==> src/act_pkg.sv <==
// Shared constants and carrier types for the converter timing sequencer
package act_pkg;

  // Microsecond figures for module start-up and amplifier hold
  localparam logic [6:0] CORE_INIT_US     = 7'h0A;  // 10 us
  localparam logic [6:0] AMP_INIT_US      = 7'h14;  // 20 us
  localparam logic [6:0] REF_INIT_US      = 7'h3C;  // 60 us
  localparam logic [6:0] REF_FAST_US      = 7'h02;  // 2 us, internal to internal
  localparam logic [6:0] SRC_INIT_US      = 7'h23;  // 35 us
  localparam logic [6:0] HOLD_FULL_US     = 7'h03;  // 3 us
  localparam logic [6:0] HOLD_FULL_REF_US = 7'h04;  // 4 us with internal reference
  localparam logic [6:0] HOLD_3Q_US       = 7'h05;  // 5 us
  localparam logic [6:0] HOLD_HALF_US     = 7'h06;  // 6 us
  localparam logic [6:0] HOLD_QUARTER_US  = 7'h0C;  // 12 us

  // Core start-up counted in peripheral clocks on a slow clock
  localparam logic [4:0] CORE_SLOW_CYCLES = 5'h14;  // 20 cycles
  localparam logic [6:0] SLOW_CLK_MHZ     = 7'h02;  // below 2 MHz

  // Conversion state lengths in converter half cycles
  localparam logic [9:0] CONV_HALVES_8BIT = 10'h012; // 9 cycles
  localparam logic [9:0] CONV_HALVES_STD  = 10'h01A; // 13 cycles
  localparam logic [9:0] RESULT_HALVES    = 10'h001; // half a cycle
  localparam logic [3:0] ACC_FIELD_MAX    = 4'hA;    // 1024 samples

  // Field encodings
  localparam logic [2:0] REF_SUPPLY       = 3'h0;
  localparam logic [1:0] SRC_PIN          = 2'h0;
  localparam logic [1:0] MODE_SINGLE      = 2'h0;
  localparam logic [1:0] MODE_SERIES      = 2'h1;
  localparam logic [1:0] MODE_BURST       = 2'h2;
  localparam logic [1:0] BIAS_FULL        = 2'h0;
  localparam logic [1:0] BIAS_THREE_QUARTER = 2'h1;
  localparam logic [1:0] BIAS_HALF        = 2'h2;
  localparam logic [1:0] BIAS_QUARTER     = 2'h3;

  typedef enum logic [2:0] {
    ST_IDLE, ST_INIT, ST_SAMPLE, ST_HOLD, ST_CONV, ST_RESULT
  } act_state_t;

  typedef struct packed {
    logic       enable;
    logic       low_latency_keep_on;
    logic       amp_enable;
    logic [1:0] amp_bias_select;
    logic [2:0] ref_select;
    logic [1:0] input_source;
    logic [1:0] conv_mode;
    logic       eight_bit;
    logic [7:0] sample_duration_field;
    logic [3:0] accumulate_count_field;
    logic       continuous_restart_bit;
    logic [3:0] converter_clock_divider;
    logic [6:0] timebase_field;
  } act_cfg_t;

  typedef struct packed {
    logic core_power;
    logic amp_power;
    logic ref_power;
    logic src_power;
    logic amp_sampling;
    logic amp_hold;
    logic ref_autozero;
    logic sampling;
    logic converting;
  } act_analog_t;

endpackage

==> src/act_conv_timing.sv <==
// Converter conversion timing sequencer: start-up, sampling, hold, conversion
`timescale 1ns/1ps
module act_conv_timing (
  input  wire logic                  sys_clk_in,
  input  wire logic                  reset_in,
  input  wire act_pkg::act_cfg_t     cfg_in,
  input  wire logic                  start_in,
  output act_pkg::act_analog_t       analog_out,
  output logic                       converter_busy_flag_out,
  output logic                       result_valid_out,
  output logic [10:0]                sample_index_out
);

  act_pkg::act_state_t state_q, state_d;
  logic        half_tick;
  logic        us_tick;
  logic [9:0]  cnt_q;
  logic [9:0]  load_d;
  logic [4:0]  cyc_q;
  logic [10:0] samp_cnt_q;
  logic [10:0] samp_total;
  logic        last_sample;
  logic        pending_q;
  logic        ready_q;
  logic        init_amp_q;
  logic [2:0]  init_ref_q;
  logic [1:0]  init_src_q;
  logic        keep_on;
  logic        ref_int;
  logic        src_int;
  logic        slow_clk;
  logic        core_new, amp_new, ref_new, src_new, ref_fast;
  logic        need_init;
  logic [6:0]  init_us;
  logic [6:0]  hold_us;
  logic [9:0]  samp_halves;
  logic [9:0]  conv_halves;
  logic        powered_d;
  logic [3:0]  acc_field;

  // Prescaled converter clock and microsecond timebase
  act_tick_gen u_ticks (
    .sys_clk_in    (sys_clk_in),
    .reset_in      (reset_in),
    .divider_in    (cfg_in.converter_clock_divider),
    .timebase_in   (cfg_in.timebase_field),
    .half_tick_out (half_tick),
    .us_tick_out   (us_tick)
  );

  assign keep_on  = cfg_in.low_latency_keep_on;
  assign ref_int  = cfg_in.ref_select != act_pkg::REF_SUPPLY;
  assign src_int  = cfg_in.input_source != act_pkg::SRC_PIN;
  // Timebase is peripheral clocks per us, so it doubles as clock rate in MHz
  assign slow_clk = cfg_in.timebase_field < act_pkg::SLOW_CLK_MHZ;

  // Which modules still need start-up; with low latency only fresh ones do
  always_comb begin
    core_new = !(keep_on && ready_q);
    amp_new  = cfg_in.amp_enable && !(keep_on && ready_q && init_amp_q);
    ref_new  = ref_int && !(keep_on && ready_q && init_ref_q == cfg_in.ref_select);
    src_new  = src_int && !(keep_on && ready_q && init_src_q == cfg_in.input_source);
    ref_fast = keep_on && ready_q && init_ref_q != act_pkg::REF_SUPPLY;
    need_init = core_new || amp_new || ref_new || src_new;
  end

  // Longest start-up among the modules that need it, in microseconds
  always_comb begin
    init_us = 7'h00;
    if (core_new && !slow_clk && init_us < act_pkg::CORE_INIT_US) begin
      init_us = act_pkg::CORE_INIT_US;
    end
    if (amp_new && init_us < act_pkg::AMP_INIT_US) begin
      init_us = act_pkg::AMP_INIT_US;
    end
    if (src_new && init_us < act_pkg::SRC_INIT_US) begin
      init_us = act_pkg::SRC_INIT_US;
    end
    if (ref_new && ref_fast && init_us < act_pkg::REF_FAST_US) begin
      init_us = act_pkg::REF_FAST_US;
    end
    if (ref_new && !ref_fast && init_us < act_pkg::REF_INIT_US) begin
      init_us = act_pkg::REF_INIT_US;
    end
  end

  // Hold time follows amplifier bias
  always_comb begin
    case (cfg_in.amp_bias_select)
      act_pkg::BIAS_FULL:          hold_us = ref_int ? act_pkg::HOLD_FULL_REF_US
                                                     : act_pkg::HOLD_FULL_US;
      act_pkg::BIAS_THREE_QUARTER: hold_us = act_pkg::HOLD_3Q_US;
      act_pkg::BIAS_HALF:          hold_us = act_pkg::HOLD_HALF_US;
      act_pkg::BIAS_QUARTER:       hold_us = act_pkg::HOLD_QUARTER_US;
      default:                     hold_us = act_pkg::HOLD_QUARTER_US;
    endcase
  end

  // Phase lengths in converter half cycles
  always_comb begin
    if (cfg_in.amp_enable) begin
      samp_halves = 10'(({2'h0, cfg_in.sample_duration_field} + 10'h001) << 1);
    end else begin
      samp_halves = 10'({1'b0, cfg_in.sample_duration_field, 1'b1});
    end
    if (cfg_in.eight_bit && cfg_in.conv_mode == act_pkg::MODE_SINGLE) begin
      conv_halves = act_pkg::CONV_HALVES_8BIT;
    end else begin
      conv_halves = act_pkg::CONV_HALVES_STD;
    end
  end

  // Sample count per result; larger field values clamp to 1024
  always_comb begin
    acc_field = (cfg_in.accumulate_count_field > act_pkg::ACC_FIELD_MAX) ? act_pkg::ACC_FIELD_MAX
                                                                          : cfg_in.accumulate_count_field;
    if (cfg_in.conv_mode == act_pkg::MODE_SINGLE) begin
      samp_total = 11'h001;
    end else begin
      samp_total = 11'(11'h001 << acc_field);
    end
    last_sample = (samp_cnt_q + 11'h001) >= samp_total;
  end

  always_comb begin
    state_d = state_q;
    case (state_q)
      act_pkg::ST_IDLE: begin
        if (cfg_in.enable && keep_on && need_init) begin
          state_d = act_pkg::ST_INIT;
        end else if (cfg_in.enable && start_in) begin
          state_d = need_init ? act_pkg::ST_INIT : act_pkg::ST_SAMPLE;
        end
      end
      act_pkg::ST_INIT: begin
        if (cnt_q == 10'h000 && cyc_q == 5'h00) begin
          state_d = (pending_q || start_in) ? act_pkg::ST_SAMPLE : act_pkg::ST_IDLE;
        end
      end
      act_pkg::ST_SAMPLE: begin
        if (cnt_q == 10'h000) begin
          state_d = cfg_in.amp_enable ? act_pkg::ST_HOLD : act_pkg::ST_CONV;
        end
      end
      act_pkg::ST_HOLD: begin
        if (cnt_q == 10'h000) begin
          state_d = act_pkg::ST_CONV;
        end
      end
      act_pkg::ST_CONV: begin
        if (cnt_q == 10'h000) begin
          state_d = act_pkg::ST_RESULT;
        end
      end
      act_pkg::ST_RESULT: begin
        if (cnt_q == 10'h000) begin
          if (!last_sample) begin
            state_d = (cfg_in.conv_mode == act_pkg::MODE_BURST) ? act_pkg::ST_SAMPLE : act_pkg::ST_IDLE;
          end else if (cfg_in.continuous_restart_bit) begin
            state_d = need_init ? act_pkg::ST_INIT : act_pkg::ST_SAMPLE;
          end else begin
            state_d = act_pkg::ST_IDLE;
          end
        end
      end
      default: state_d = act_pkg::ST_IDLE;
    endcase
    if (!cfg_in.enable) begin
      state_d = act_pkg::ST_IDLE;
    end
  end

  always_ff @(posedge sys_clk_in or posedge reset_in) begin
    if (reset_in) begin
      state_q <= act_pkg::ST_IDLE;
    end else begin
      state_q <= state_d;
    end
  end

  // Phase length loaded on entry to each timed state
  always_comb begin
    case (state_d)
      act_pkg::ST_INIT:   load_d = {3'h0, init_us};
      act_pkg::ST_SAMPLE: load_d = samp_halves;
      act_pkg::ST_HOLD:   load_d = {3'h0, hold_us};
      act_pkg::ST_CONV:   load_d = conv_halves;
      act_pkg::ST_RESULT: load_d = act_pkg::RESULT_HALVES;
      default:            load_d = 10'h000;
    endcase
  end

  // One down-counter; microsecond ticks in start-up and hold, half cycles elsewhere
  always_ff @(posedge sys_clk_in or posedge reset_in) begin
    if (reset_in) begin
      cnt_q <= 10'h000;
    end else if (state_d != state_q) begin
      cnt_q <= load_d;
    end else if (cnt_q != 10'h000) begin
      if ((state_q == act_pkg::ST_INIT || state_q == act_pkg::ST_HOLD) ? us_tick : half_tick) begin
        cnt_q <= cnt_q - 10'h001;
      end
    end
  end

  // Slow-clock core start-up runs beside the microsecond count
  always_ff @(posedge sys_clk_in or posedge reset_in) begin
    if (reset_in) begin
      cyc_q <= 5'h00;
    end else if (state_d == act_pkg::ST_INIT && state_q != act_pkg::ST_INIT) begin
      cyc_q <= (core_new && slow_clk) ? act_pkg::CORE_SLOW_CYCLES : 5'h00;
    end else if (cyc_q != 5'h00) begin
      cyc_q <= cyc_q - 5'h01;
    end
  end

  // Trigger seen on entry to start-up, or a restart from result; cleared on sample or idle
  always_ff @(posedge sys_clk_in or posedge reset_in) begin
    if (reset_in) begin
      pending_q <= 1'b0;
    end else if ((state_q == act_pkg::ST_IDLE && state_d == act_pkg::ST_INIT && start_in) ||
                 (state_q == act_pkg::ST_RESULT && state_d == act_pkg::ST_INIT)) begin
      pending_q <= 1'b1;
    end else if (state_d == act_pkg::ST_SAMPLE || state_d == act_pkg::ST_IDLE) begin
      pending_q <= 1'b0;
    end
  end

  // Configuration that the powered modules were started for
  always_ff @(posedge sys_clk_in or posedge reset_in) begin
    if (reset_in) begin
      ready_q    <= 1'b0;
      init_amp_q <= 1'b0;
      init_ref_q <= act_pkg::REF_SUPPLY;
      init_src_q <= act_pkg::SRC_PIN;
    end else if (!cfg_in.enable || !keep_on) begin
      ready_q <= 1'b0;
    end else if (state_q == act_pkg::ST_INIT && state_d != act_pkg::ST_INIT) begin
      ready_q    <= 1'b1;
      init_amp_q <= cfg_in.amp_enable;
      init_ref_q <= cfg_in.ref_select;
      init_src_q <= cfg_in.input_source;
    end
  end

  // Samples gathered toward the current result
  always_ff @(posedge sys_clk_in or posedge reset_in) begin
    if (reset_in) begin
      samp_cnt_q <= 11'h000;
    end else if (!cfg_in.enable) begin
      samp_cnt_q <= 11'h000;
    end else if (state_q == act_pkg::ST_RESULT && cnt_q == 10'h000) begin
      samp_cnt_q <= last_sample ? 11'h000 : samp_cnt_q + 11'h001;
    end
  end

  // Powered between conversions only when low latency holds a finished start-up
  assign powered_d = cfg_in.enable && (state_d != act_pkg::ST_IDLE || (keep_on && ready_q));

  always_ff @(posedge sys_clk_in or posedge reset_in) begin
    if (reset_in) begin
      analog_out <= '0;
    end else begin
      analog_out.core_power   <= powered_d;
      analog_out.amp_power    <= powered_d && cfg_in.amp_enable;
      analog_out.ref_power    <= powered_d && ref_int;
      analog_out.src_power    <= powered_d && src_int;
      analog_out.amp_sampling <= powered_d && cfg_in.amp_enable && state_d != act_pkg::ST_HOLD;
      analog_out.amp_hold     <= state_d == act_pkg::ST_HOLD;
      // Only a kick; the buffer times itself, so duration stays software's job
      analog_out.ref_autozero <= state_d == act_pkg::ST_SAMPLE && state_q != act_pkg::ST_SAMPLE &&
                                 ref_int && !cfg_in.amp_enable;
      analog_out.sampling     <= state_d == act_pkg::ST_SAMPLE;
      analog_out.converting   <= state_d == act_pkg::ST_CONV;
    end
  end

  always_ff @(posedge sys_clk_in or posedge reset_in) begin
    if (reset_in) begin
      converter_busy_flag_out <= 1'b0;
      result_valid_out        <= 1'b0;
      sample_index_out        <= 11'h000;
    end else begin
      converter_busy_flag_out <= state_d == act_pkg::ST_INIT;
      result_valid_out        <= state_q == act_pkg::ST_RESULT && cnt_q == 10'h000 && last_sample;
      sample_index_out        <= samp_cnt_q;
    end
  end

  // Ticks seen in the current state, for the checks below
  logic [9:0] seen_q;
  always_ff @(posedge sys_clk_in or posedge reset_in) begin
    if (reset_in) begin
      seen_q <= 10'h000;
    end else if (state_d != state_q) begin
      seen_q <= 10'h000;
    end else if (cnt_q != 10'h000 &&
                 ((state_q == act_pkg::ST_INIT || state_q == act_pkg::ST_HOLD) ? us_tick : half_tick)) begin
      seen_q <= seen_q + 10'h001;
    end
  end

  busy_tracks_init_a: assert property (@(posedge sys_clk_in) disable iff (reset_in)
    converter_busy_flag_out == (state_q == act_pkg::ST_INIT))
    else $error("busy flag does not match start-up state");

  power_off_idle_a: assert property (@(posedge sys_clk_in) disable iff (reset_in)
    (state_q == act_pkg::ST_IDLE && !$past(keep_on)) |-> !analog_out.core_power)
    else $error("core powered between conversions without low latency");

  keep_on_idle_a: assert property (@(posedge sys_clk_in) disable iff (reset_in)
    ($past(keep_on && ready_q && cfg_in.enable) && state_q == act_pkg::ST_IDLE) |-> analog_out.core_power)
    else $error("low latency did not keep modules powered");

  conv_length_a: assert property (@(posedge sys_clk_in) disable iff (reset_in)
    (state_q == act_pkg::ST_CONV && state_d == act_pkg::ST_RESULT) |->
      seen_q == ((cfg_in.eight_bit && cfg_in.conv_mode == act_pkg::MODE_SINGLE) ? 10'h012 : 10'h01A))
    else $error("conversion phase length wrong");

  plain_sample_a: assert property (@(posedge sys_clk_in) disable iff (reset_in)
    (state_q == act_pkg::ST_SAMPLE && state_d == act_pkg::ST_CONV && $stable(cfg_in)) |->
      seen_q == 10'({1'b0, cfg_in.sample_duration_field, 1'b1}))
    else $error("direct sampling length wrong");

  amp_sample_a: assert property (@(posedge sys_clk_in) disable iff (reset_in)
    (state_q == act_pkg::ST_SAMPLE && state_d == act_pkg::ST_HOLD && $stable(cfg_in)) |->
      seen_q == 10'({1'b0, cfg_in.sample_duration_field, 1'b0} + 10'h002))
    else $error("amplifier input sampling length wrong");

  hold_length_a: assert property (@(posedge sys_clk_in) disable iff (reset_in)
    (state_q == act_pkg::ST_HOLD && state_d == act_pkg::ST_CONV && $stable(cfg_in)) |->
      seen_q == ((cfg_in.amp_bias_select == 2'h3) ? 10'h00C : (cfg_in.amp_bias_select == 2'h2) ? 10'h006 :
                 (cfg_in.amp_bias_select == 2'h1) ? 10'h005 : (ref_int ? 10'h004 : 10'h003)))
    else $error("amplifier hold length wrong");

  hold_stops_amp_a: assert property (@(posedge sys_clk_in) disable iff (reset_in)
    analog_out.amp_hold |-> !analog_out.amp_sampling ##1 (analog_out.amp_hold || analog_out.converting))
    else $error("amplifier sampled during hold");

  core_init_a: assert property (@(posedge sys_clk_in) disable iff (reset_in)
    ($rose(converter_busy_flag_out) && !$past(ready_q) && !slow_clk && $stable(cfg_in)) |->
      cnt_q >= 10'h00A)
    else $error("core start-up shorter than 10 us");

  restart_a: assert property (@(posedge sys_clk_in) disable iff (reset_in)
    (result_valid_out && cfg_in.continuous_restart_bit && cfg_in.enable && $stable(cfg_in)) |->
      (analog_out.sampling || converter_busy_flag_out))
    else $error("continuous restart did not begin next conversion");

endmodule // act_conv_timing

==> src/act_tick_gen.sv <==
// Converter half-cycle and microsecond tick generator
`timescale 1ns/1ps
module act_tick_gen (
  input  wire logic       sys_clk_in,
  input  wire logic       reset_in,
  input  wire logic [3:0] divider_in,
  input  wire logic [6:0] timebase_in,
  output logic            half_tick_out,
  output logic            us_tick_out
);

  logic [3:0] div_q;
  logic [6:0] tb_q;

  // Converter clock period is 2*(divider+1) peripheral clocks
  always_ff @(posedge sys_clk_in or posedge reset_in) begin
    if (reset_in) begin
      div_q         <= 4'h0;
      half_tick_out <= 1'b0;
    end else if (div_q >= divider_in) begin
      div_q         <= 4'h0;
      half_tick_out <= 1'b1;
    end else begin
      div_q         <= div_q + 4'h1;
      half_tick_out <= 1'b0;
    end
  end

  // Zero or one in the timebase gives a tick every clock
  always_ff @(posedge sys_clk_in or posedge reset_in) begin
    if (reset_in) begin
      tb_q        <= 7'h00;
      us_tick_out <= 1'b0;
    end else if (tb_q + 7'h01 >= timebase_in) begin
      tb_q        <= 7'h00;
      us_tick_out <= 1'b1;
    end else begin
      tb_q        <= tb_q + 7'h01;
      us_tick_out <= 1'b0;
    end
  end

endmodule // act_tick_gen

==> config.mk <==
export PLATFORM = sky130hd
export DESIGN_NAME = act_conv_timing
export DESIGN_NICKNAME = d
export VERILOG_FILES = /design/src/act_pkg.sv /design/src/act_conv_timing.sv /design/src/act_tick_gen.sv
export SDC_FILE = /design/constraint.sdc
export NUM_CORES = 1
export LEC_CHECK = 0
export ABC_AREA = 1
export BUFFER_PORTS_ARGS = -buffer_cell sky130_fd_sc_hd__clkbuf_2
export CAP_MARGIN = 30
export CORE_MARGIN = 2
export CORE_UTILIZATION = 60
export DETAILED_ROUTE_END_ITERATION = 8
export HOLD_SLACK_MARGIN = 0.02
export PLACE_DENSITY = 0.8
export SYNTH_ARGS = -nofsm -noshare
export SYNTH_HDL_FRONTEND = slang
export SYNTH_SLANG_ARGS = --single-unit
==> constraint.sdc <==
create_clock -name sys_clk_in -period 6.21 [get_ports sys_clk_in]
set_input_delay 1.242 -clock sys_clk_in [delete_from_list [all_inputs] [get_ports sys_clk_in]]
set_output_delay 1.242 -clock sys_clk_in [all_outputs]
set_load 0.02 [all_outputs]
==> flow_summary.yaml <==
run_status:
  outcome: "finished, final reports clean"
worst_setup_path:
  worst_setup_path_start_kind: "flop"
  end_kind: "flop"
  cp.arrival_ps: 4380
  setup.worst_path.class: "flop to flop"
  required_ps: 6500
  critical_path_peak_fanout: 12
clocking:
  cts_tree: "done"
  postCtsSetupRepairBufs: 0
  clkSinkCount: 72
  insertion_delay_ps: 350
  cts_buffers: 9
  cts_root_buf: "clkbuf_8"
  cts_resized: 0
  cts_hold_buf: 0
  clk_pin_slew_ps: 80
  cts_buffer_depth: 2
  cts_max_level: 3
sta:
  worst_pin_slew_ps: 907
  maxClockFrequency_mhz: 244
  setup_viol: 0
  worst_clock_skew_ps: 12.3
  finalHoldViolCount: 0
  slew_viol_final: 0
  min_period_over_period: 0.659
  rsz0062_at_grt: "no"
  layout_min_cycle_time_ps: 4090
  slew-limit-headroom: 0.395
  tns_ps: 0
yosys:
  synth-seq-cells: 72
  syn-num-nets: 683
  yosysSeqAreaShare: 0.384
  synth_edf_count: 0
  synth_cells: 615
  ys_types: 45
  syn_area_per_cell_um2: 7.63
  ys.flop_type: "dfrtp_1"
  syn_area_um2: 4690
  async_flop_share: 1.00
  yosys_warnings: 0
detailed_routing:
  drc: 0
  via_count: 4224
  avgViaCountPerCell: 5.36
  ant_nets: 0
  wl_per_cell_um: 13.6
  routed_wirelength_mm: 10.7
  initialDrtViolationCount: 247
  drtPass1Iterations: 5
floorplanning:
  num_rows: 32
  die_w_um: 92.4
  die_h_um: 92.4
  design.core.area_um2: 7650
  num_io_pins: 62
  dieArea_um2: 8540
  start_util: 0.614
power_and_ir_drop:
  power_density_nw_per_um2: 349
  p_leak_uw: 0.00309
  vdd_ir_drop_max_mv: 0.198
flow_run:
  max-cap-violations: 0
placement:
  place.detailed.hpwl_mm: 8.37
  port_buffers: 61
  globalplace.congestion: 0.923
  dpl_cell_area_um2: 5100
grt:
  grt_overflow: 0
  grt_max_degree: 73
  antenna_found_initial: 0
  grt_first_pass_wirelength_mm: 18.5
  track_usage: 0.272
  grt_pass1_vias: 4102
layout:
  syn_to_final_growth_pct: 14.3
  layout_common_cells: "nand2_1 (130), inv_1 (97), nor2_1 (78)"
  nNetsFinal: 749
  fillCellCount: 620
  drive_gt1_frac: 0.160
  antenna_cells: 0
  final_common_cell: "nand2_1"
  fin_area_um2: 5360
hold_path:
  hp-class: "flop to flop"
==> synthesized netlist by cell type, types with 2 or more instances <==
cell	n	area (um2)
a21oi_1	19	95.1
buf_2	2	10.0
clkbuf_1	3	11.3
dfrtp_1	72	1800
ha_1	28	350
inv_1	98	368
inv_2	3	11.3
nand2_1	130	488
nand2_2	9	56.3
nand2_4	3	33.8
nand3_1	43	215
nand3_2	2	20.0
nand3b_1	2	15.0
nand4_1	10	62.6
nor2_1	78	293
nor2_2	2	12.5
nor2_4	3	33.8
nor2_8	2	40.0
nor3_1	11	55.1
nor3b_1	3	22.5
nor4_1	2	12.5
o211ai_1	6	45.0
o21a_1	5	37.5
o21ai_0	16	80.1
o21ai_1	6	30.0
o21bai_1	2	15.0
o22ai_1	7	43.8
o311ai_0	2	17.5
o31ai_1	2	15.0
or3_1	2	12.5
xnor2_1	5	43.8
xor2_1	24	210
==> cell families (layout without fill, tap and decap cells) <==
family,count (synthesis),after routing,share of synthesized area
AOI/OAI and AO/OA,70,70,0.0899
and+or+nand+nor,305,305,0.300
xor gates and xnor gates,30,30,0.0600
DFF,72,72,0.384
adders and majority gates,28,28,0.0747
buffers and inverters,110,181,0.0915
==> power breakdown <==
part | leakage (uW) | total, uW | switching (uW) | internal (uW)
logic | 0.00200 | 691 | 420 | 272
clock network | 0.000134 | 496 | 187 | 309
registers | 0.000957 | 682 | 99.8 | 582
==> registers in the layout (all words and copies together) (netlist names) <==
| name | flops |
|---|---|
| samp_cnt_q | 11 |
| sample_index_out | 11 |
| cnt_q | 10 |
| analog_out | 9 |
| u_ticks.tb_q | 7 |
| cyc_q | 5 |
| u_ticks.div_q | 4 |
| init_ref_q | 3 |
| state_q | 3 |
| init_src_q | 2 |
| converter_busy_flag_out | 1 |
| init_amp_q | 1 |
| pending_q | 1 |
| ready_q | 1 |
| result_valid_out | 1 |
| u_ticks.half_tick_out | 1 |
| u_ticks.us_tick_out | 1 |
==> through the flow <==
stage                     setup WS [ps]   util  std cells  hold WS (ps)  power [uW]
after floorplan                    2540      -        615           392        1220
after global placement             2020  0.666        772           420        1340
after detailed placement           1870  0.666        772           420        1380
after CTS                          2180  0.701        788           438        1880
after global routing               1710  0.701        788           455        2030
final                              2120  0.701        788           438        1870
==> final cells by class <==
type | instances | area (um2) | share of cell area
Clock buffer | 9 | 124 | 0.0231
Clock inverter | 7 | 143 | 0.0266
Timing Repair Buffer | 63 | 320 | 0.0597
Multi-Input combinational cell | 433 | 2460 | 0.459
Sequential cell | 72 | 1800 | 0.336
Inverter | 102 | 385 | 0.0719
Tap cell | 102 | 128 | 0.0238
==> layer usage <==
layer  up-vias  global-route usage  share of wire
li1       2105                   -              -
met5         -                   0              0
met4         0              0.0759          0.017
met1      1978               0.365           0.45
met2       123               0.450           0.48
met3        18              0.0570          0.056
==> final timing paths <==
kind,startpoint,end,slack [ps],cells past startpoint
min in group asynchronous,reset_in,analog_out[3],1150,3
hold / removal,samp_cnt_q[10],sample_index_out[10],440,0
hold reg to reg,samp_cnt_q[10],sample_index_out[10],440,0
setup / recovery,samp_cnt_q[0],cnt_q[0],2120,25
setup reg to reg,samp_cnt_q[0],cnt_q[0],2120,25
max in group asynchronous,reset_in,init_ref_q[1],4470,3
==> worst max-delay path, stage by stage, from the launching register on <==
cell,delay [ps]
dfrtp_1,480
ha_1,230
nand3_1,130
nor2_1,170
nand4_1,170
nor2_1,130
nand2_1,70
xor2_1,200
inv_1,90
ha_1,310
nand2_1,130
inv_1,50
a21oi_1,120
nand2_1,70
nor2_1,180
nand2_1,90
nand3_1,100
nand2_1,70
nand2_1,110
nand2_4,80
nand2_4,130
xor2_4,350
nand2_2,210
inv_1,180
nand3_1,90
nand2_1,70
Note: power is estimated with default switching activity, not from simulation.
